==> config.mk <==
export PLATFORM = sky130hd
export DESIGN_NAME = ctp_pulse_bank
export DESIGN_NICKNAME = d
export VERILOG_FILES = /design/src/hw/ctp_pkg.sv /design/src/hw/ctp_pulse_bank.sv /design/src/hw/ctp_word_reg.sv
export SDC_FILE = /design/constraint.sdc
export NUM_CORES = 1
export LEC_CHECK = 0
export BUFFER_PORTS_ARGS = -buffer_cell sky130_fd_sc_hd__buf_2
export CORE_UTILIZATION = 45
export DETAILED_ROUTE_END_ITERATION = 6
export HOLD_SLACK_MARGIN = 0.15
export PLACE_DENSITY_LB_ADDON = 0.25
export SETUP_SLACK_MARGIN = 0.02
export SLEW_MARGIN = 5
export SYNTH_ARGS = -nofsm -noshare
export SYNTH_HDL_FRONTEND = slang
export SYNTH_SLANG_ARGS = --single-unit
==> constraint.sdc <==
create_clock -name sys_clk -period 3.95 [get_ports sys_clk]
set_input_delay 0.5925 -clock sys_clk [delete_from_list [all_inputs] [get_ports sys_clk]]
set_output_delay 0.5925 -clock sys_clk [all_outputs]
set_load 0.005 [all_outputs]
==> src/hw/ctp_pkg.sv <==
// Package with offsets, field layouts and reset values of the custom pulse bank
package ctp_pkg;
	localparam int ADDR_W = 5;
	localparam int DATA_W = 8;
	localparam int MAG_W = 7;
	localparam int NUM_PHASES = 4;
	localparam logic [4:0] ADDR_PULSE_ENABLE = 5'h11;
	localparam logic [4:0] ADDR_PHASE1 = 5'h1C;
	localparam logic [4:0] ADDR_PHASE2 = 5'h1D;
	localparam logic [4:0] ADDR_PHASE3 = 5'h1E;
	localparam logic [4:0] ADDR_PHASE4 = 5'h1F;
	localparam int SELECT_BIT = 3;
	localparam int RSV_BIT = 7;
	localparam logic [7:0] PHASE_RESET = 8'h00;
	localparam logic [7:0] ENABLE_RESET = 8'h00;
	localparam logic [7:0] UNMAPPED_READ = 8'h00;
	// Phase step sequence for mark generation
	typedef enum logic [1:0] {
		PH_FIRST,
		PH_SECOND,
		PH_THIRD,
		PH_FOURTH
	} ctp_phase_t;
endpackage

==> src/hw/ctp_pulse_bank.sv <==
// Custom transmit pulse magnitude register bank with pulse source selection
// Function
// RQ1 - Phase one code from first register
// RQ2 - Phase two code from second register
// RQ3 - Phase three code from third register
// RQ4 - Phase four code from fourth register
// RQ5 - Custom codes used only when select high
// RQ6 - Codes unsigned, larger means larger amplitude
// RQ7 - Software writes zero to reserved top bit
// RQ8 - Select low uses internal template magnitudes
// RQ9 - Registers read back, codes presented continuously
`timescale 1ns/1ps
`default_nettype none
module ctp_pulse_bank (
	input wire logic sys_clk,
	input wire logic nrst,
	input wire logic [4:0] regAddr,
	input wire logic [7:0] regWrData,
	input wire logic regWr,
	input wire logic regRd,
	output logic [7:0] regRdData,
	input wire logic [6:0] templateMag1,
	input wire logic [6:0] templateMag2,
	input wire logic [6:0] templateMag3,
	input wire logic [6:0] templateMag4,
	output logic customPulseSelect,
	output logic [6:0] phaseMagnitude1,
	output logic [6:0] phaseMagnitude2,
	output logic [6:0] phaseMagnitude3,
	output logic [6:0] phaseMagnitude4
);
	logic [7:0] word1;
	logic [7:0] word2;
	logic [7:0] word3;
	logic [7:0] word4;
	logic [7:0] enable_q;
	logic [7:0] enable_d;
	logic [7:0] rdData_q;
	logic [7:0] rdData_d;
	logic [6:0] mag1_q;
	logic [6:0] mag1_d;
	logic [6:0] mag2_q;
	logic [6:0] mag2_d;
	logic [6:0] mag3_q;
	logic [6:0] mag3_d;
	logic [6:0] mag4_q;
	logic [6:0] mag4_d;
	logic sel_q;
	logic sel_d;
	logic wrEnable;
	logic wrPhase1;
	logic wrPhase2;
	logic wrPhase3;
	logic wrPhase4;

	// Write strobe decode, one per register
	always_comb begin
		wrEnable = 1'b0;
		wrPhase1 = 1'b0;
		wrPhase2 = 1'b0;
		wrPhase3 = 1'b0;
		wrPhase4 = 1'b0;
		if (regWr) begin
			case (regAddr)
				ctp_pkg::ADDR_PULSE_ENABLE: wrEnable = 1'b1;
				ctp_pkg::ADDR_PHASE1: wrPhase1 = 1'b1;
				ctp_pkg::ADDR_PHASE2: wrPhase2 = 1'b1;
				ctp_pkg::ADDR_PHASE3: wrPhase3 = 1'b1;
				ctp_pkg::ADDR_PHASE4: wrPhase4 = 1'b1;
				default: wrEnable = 1'b0;
			endcase
		end
	end

	// Four phase magnitude words
	ctp_word_reg uWord1 (
		.sys_clk(sys_clk),
		.nrst(nrst),
		.wrEn(wrPhase1),
		.wrData(regWrData),
		.value(word1)
	);
	ctp_word_reg uWord2 (
		.sys_clk(sys_clk),
		.nrst(nrst),
		.wrEn(wrPhase2),
		.wrData(regWrData),
		.value(word2)
	);
	ctp_word_reg uWord3 (
		.sys_clk(sys_clk),
		.nrst(nrst),
		.wrEn(wrPhase3),
		.wrData(regWrData),
		.value(word3)
	);
	ctp_word_reg uWord4 (
		.sys_clk(sys_clk),
		.nrst(nrst),
		.wrEn(wrPhase4),
		.wrData(regWrData),
		.value(word4)
	);

	// Pulse source control register, only the select bit is used
	always_comb begin
		enable_d = enable_q;
		if (wrEnable) begin
			enable_d = regWrData;
		end
	end

	always_ff @(posedge sys_clk) begin
		if (!nrst) begin
			enable_q <= ctp_pkg::ENABLE_RESET;
		end else begin
			enable_q <= enable_d;
		end
	end

	// Read data stands one cycle, zero otherwise
	always_comb begin
		rdData_d = ctp_pkg::UNMAPPED_READ;
		if (regRd) begin
			case (regAddr)
				ctp_pkg::ADDR_PULSE_ENABLE: rdData_d = enable_q;
				ctp_pkg::ADDR_PHASE1: rdData_d = word1; // RQ9
				ctp_pkg::ADDR_PHASE2: rdData_d = word2; // RQ9
				ctp_pkg::ADDR_PHASE3: rdData_d = word3; // RQ9
				ctp_pkg::ADDR_PHASE4: rdData_d = word4; // RQ9
				default: rdData_d = ctp_pkg::UNMAPPED_READ;
			endcase
		end
	end

	always_ff @(posedge sys_clk) begin
		if (!nrst) begin
			rdData_q <= ctp_pkg::UNMAPPED_READ;
		end else begin
			rdData_q <= rdData_d;
		end
	end

	// Registered copy of the select bit
	always_comb begin
		sel_d = enable_q[ctp_pkg::SELECT_BIT]; // RQ5
	end

	always_ff @(posedge sys_clk) begin
		if (!nrst) begin
			sel_q <= ctp_pkg::ENABLE_RESET[ctp_pkg::SELECT_BIT];
		end else begin
			sel_q <= sel_d;
		end
	end

	// Phase one source; top bit of the word is not used
	always_comb begin
		mag1_d = templateMag1; // RQ8
		if (enable_q[ctp_pkg::SELECT_BIT]) begin // RQ5
			mag1_d = word1[6:0]; // RQ1 RQ6
		end
	end

	always_ff @(posedge sys_clk) begin
		if (!nrst) begin
			mag1_q <= ctp_pkg::PHASE_RESET[6:0];
		end else begin
			mag1_q <= mag1_d; // RQ9
		end
	end

	// Phase two source
	always_comb begin
		mag2_d = templateMag2; // RQ8
		if (enable_q[ctp_pkg::SELECT_BIT]) begin // RQ5
			mag2_d = word2[6:0]; // RQ2
		end
	end

	always_ff @(posedge sys_clk) begin
		if (!nrst) begin
			mag2_q <= ctp_pkg::PHASE_RESET[6:0];
		end else begin
			mag2_q <= mag2_d; // RQ9
		end
	end

	// Phase three source
	always_comb begin
		mag3_d = templateMag3; // RQ8
		if (enable_q[ctp_pkg::SELECT_BIT]) begin // RQ5
			mag3_d = word3[6:0]; // RQ3
		end
	end

	always_ff @(posedge sys_clk) begin
		if (!nrst) begin
			mag3_q <= ctp_pkg::PHASE_RESET[6:0];
		end else begin
			mag3_q <= mag3_d; // RQ9
		end
	end

	// Phase four source
	always_comb begin
		mag4_d = templateMag4; // RQ8
		if (enable_q[ctp_pkg::SELECT_BIT]) begin // RQ5
			mag4_d = word4[6:0]; // RQ4
		end
	end

	always_ff @(posedge sys_clk) begin
		if (!nrst) begin
			mag4_q <= ctp_pkg::PHASE_RESET[6:0];
		end else begin
			mag4_q <= mag4_d; // RQ9
		end
	end

	assign regRdData = rdData_q;
	assign customPulseSelect = sel_q;
	assign phaseMagnitude1 = mag1_q;
	assign phaseMagnitude2 = mag2_q;
	assign phaseMagnitude3 = mag3_q;
	assign phaseMagnitude4 = mag4_q;
endmodule // ctp_pulse_bank
`default_nettype wire

==> src/hw/ctp_word_reg.sv <==
// One 8-bit software-written pulse magnitude register
`timescale 1ns/1ps
`default_nettype none
module ctp_word_reg (
	input wire logic sys_clk,
	input wire logic nrst,
	input wire logic wrEn,
	input wire logic [7:0] wrData,
	output logic [7:0] value
);
	logic [7:0] word_q;
	logic [7:0] word_d;

	always_comb begin
		word_d = word_q;
		if (wrEn) begin
			word_d = wrData;
		end
	end

	always_ff @(posedge sys_clk) begin
		if (!nrst) begin
			word_q <= ctp_pkg::PHASE_RESET;
		end else begin
			word_q <= word_d;
		end
	end

	assign value = word_q;
endmodule // ctp_word_reg
`default_nettype wire

==> qor.csv <==
stage,metric,value,unit
min_path,Worst Hold Class,reg2reg,
timing,period utilization,0.5562,
clock_tree,CTS buffer count,9,
synth,Synth cell types,28,
drt,DRT Pass-1 Iters,4,
global_routing,first-pass GRT wire length,12030,um
run,number of max-cap violations,0,
global_routing,largest net degree at the start of global routing,67,
placement,Post-DP HPWL,5413,um
cells_and_area,n_diodes,0,
clock_tree,htree depth,3,
synth,post-synthesis sequential area ratio,0.4640,
critical_path,crit path DAT,2.42,ns
timing,clock skew,0.008847,ns
global_routing,initial antenna violation count,0,
critical_path,crit path kind,in2reg,
synth,syn avg cell area,9.518,sq um
global_routing,routing usage on met3,0.03582,
die,initial core utilization,0.4784,
clock_tree,CTS tree,done,
critical_path,Worst path slowest cell,or3_1,
placement,global placer's final weighted congestion,0.8071,
die,row count,30,
drt,Wirelength per Cell,15.05,um
synth,Synth Cell Area,3322,sq um
critical_path,startpoint types,primary input,
timing,final setup violation count,0,
timing,Fmax,455.1,MHz
critical_path,critical path data required time,4.17,ns
clock_tree,worst skew pair latency,0.35,ns
synth,Yosys warning count,0,
synth,syn_nets,394,
critical_path,crit-path cells,buf_2 > nand4_1 > or3_1 > mux2i_1,
clock_tree,clk sinks,77,
critical_path,crit end category,flop,
timing,post-layout min period,2.197,ns
synth,Gate Count Post-Synth,349,
cells_and_area,layout cells sized above 1,0.2608,
drt,vias per cell,5.237,
die,core box area,6944,sq um
timing,Final Slew Violations,0,
timing,relative slew slack,0.4046,
clock_tree,clk root buf,clkbuf_8,
clock_tree,hold-fix buffers at CTS,0,
clock_tree,post-CTS setup buffers,0,
synth,Seq cells post-synth,77,
critical_path,R2R Setup Slk,2.15,ns
synth,ranking of synthesized cells by area,"dfxtp_1, mux2i_1, nor2b_1, nand3_1, a21boi_0",
die,Die Height,87.92,um
synth,top-area cell type share of the netlist area,0.4640,
die,die area,7730,sq um
critical_path,CP Max Fanout,23,
clock_tree,Longest Clk Path Bufs,2,
timing,RSZ-0062 raised after global routing,no,
synth,cell accounting for the most synthesized area,dfxtp_1,
power,VDD IR max,0.1614,mV
clock_tree,clock transition at the registers of the reported paths,0.08,ns
die,boundary pin count,82,
global_routing,total track usage,0.2088,
global_routing,met1 usage,0.2855,
drt,drt drc,0,
critical_path,Crit path largest cell delay,0.74,ns
power,cell leakage power,1.510,nW
global_routing,gr ovfl total,0,
cells_and_area,Final #Nets,459,
timing,Fin. Hold Viols,0,
run_status,status,finished clean,
drt,Post-DRT Antenna Nets,0,
power,Pwr Total,1.486,mW
power,pwr/cell area,379.8,nW/um^2
timing,Least-Margin Pin Slew,0.8931,ns
die,die width,87.92,um
clock_tree,post-cts sizing count,0,
global_routing,GR Util met2,0.3171,
timing,setup tns final,0,ns
global_routing,GR peak layer,met2,
drt,DR iter-0 viols,209,
drt,routed via count,2692,
drt,Routed WL,7734,um
placement,Port Buffers,81,
global_routing,vias in the first global route,2448,
cells_and_area,P&R area growth vs syn,17.78,%
## placed cells by master (no fill, tap or decap), drive strengths merged, types with 9 or more instances in the layout
master  count
a21oi       9
nor2b      29
mux2i      52
nand3      33
a21boi     24
nand2      35
clkbuf     10
dfxtp      77
buf        83
o21ai      24
## flip-flops by register name, indices dropped and copies added (netlist names)
register           flops
uWord4.value           8
enable_q               8
customPulseSelect      1
uWord1.value           8
regRdData              8
uWord3.value           8
phaseMagnitude4        7
phaseMagnitude3        7
uWord2.value           8
phaseMagnitude2        7
phaseMagnitude1        7
## cells by family after synthesis
| kind of cell | count (synthesis) | share of synthesized area |
|---|---|---|
| DFF | 77 | 0.4640 |
| muxes | 52 | 0.1567 |
| AOI/OAI and AO/OA | 73 | 0.1405 |
| buffers and inverters | 29 | 0.03955 |
| and+or+nand+nor | 118 | 0.1993 |
## synth_stat cells
| cell type | n |
|---|---|
| o21ai_0 | 24 |
| and2_1 | 2 |
| or3b_2 | 8 |
| nand3b_1 | 1 |
| or4b_4 | 1 |
| nor3b_1 | 1 |
| a21boi_0 | 21 |
| nor2b_1 | 29 |
| buf_1 | 2 |
| nand4_1 | 2 |
| o21a_1 | 8 |
| and2_0 | 1 |
| nand2b_1 | 1 |
| and4_1 | 1 |
| buf_2 | 6 |
| dfxtp_1 | 77 |
| nor4b_4 | 1 |
| a21boi_1 | 3 |
| mux2i_1 | 52 |
| buf_6 | 2 |
| nand4b_1 | 1 |
| nand3_1 | 33 |
| a21oi_1 | 8 |
| nand2_1 | 35 |
| or3_1 | 1 |
| o22ai_1 | 8 |
| clkbuf_1 | 19 |
| a21oi_4 | 1 |
## path summary, 6_finish.rpt
path,end,from,cells after the start
worst max-delay path,uWord1.value[3],regAddr[3],4
worst min-delay path,uWord3.value[7],uWord3.value[7],2
worst max register to register,regRdData[3],enable_q[3],3
worst min register to register,uWord3.value[7],uWord3.value[7],2
## where the power goes
| part | switching, mW | internal, mW | leakage, nW |
|---|---|---|---|
| Combinational | 0.0679 | 0.0519 | 0.790 |
| Sequential | 0.00623 | 0.794 | 0.629 |
| Clock | 0.281 | 0.285 | 0.0919 |
| Total | 0.355 | 1.13 | 1.51 |
## final cells by class
type / count / area (sq um)
sequential: 77 / 1543
fill: 643 / 3032
multi-input combinational: 243 / 1649
clock inverter: 5 / 52.55
timing repair buffer: 83 / 420.4
tap: 96 / 120.1
clock buffer: 10 / 127.6
## metal layers
layer	vias up	part of all wire
li1	1354	-
met1	1236	0.47
met2	87	0.45
met3	15	0.064
met4	0	0.017
met5	-	0
## metrics by stage
| stage | setup WS, ns | hold slack [ns] | utilization | cell area, sq um | instances |
|---|---|---|---|---|---|
| after floorplan | 2.185 | 0.4344 | - | 3322 | 349 |
| after global placement | 1.495 | 0.4424 | 0.5375 | 3732 | 499 |
| after detailed placement | 1.419 | 0.4563 | 0.5375 | 3732 | 499 |
| after CTS | 1.764 | 0.4666 | 0.5634 | 3913 | 514 |
| after global routing | 1.546 | 0.4942 | 0.5634 | 3913 | 514 |
| final | 1.753 | 0.4731 | 0.5634 | 3913 | 514 |
## critical path: cells and delay by family
kind | cells | cell delay, ns
buffers and inverters | 1 | 0.31
multiplexers | 1 | 0.20
AND/OR/NAND/NOR | 2 | 1.30
No activity file was read; power rests on OpenSTA's default activity.
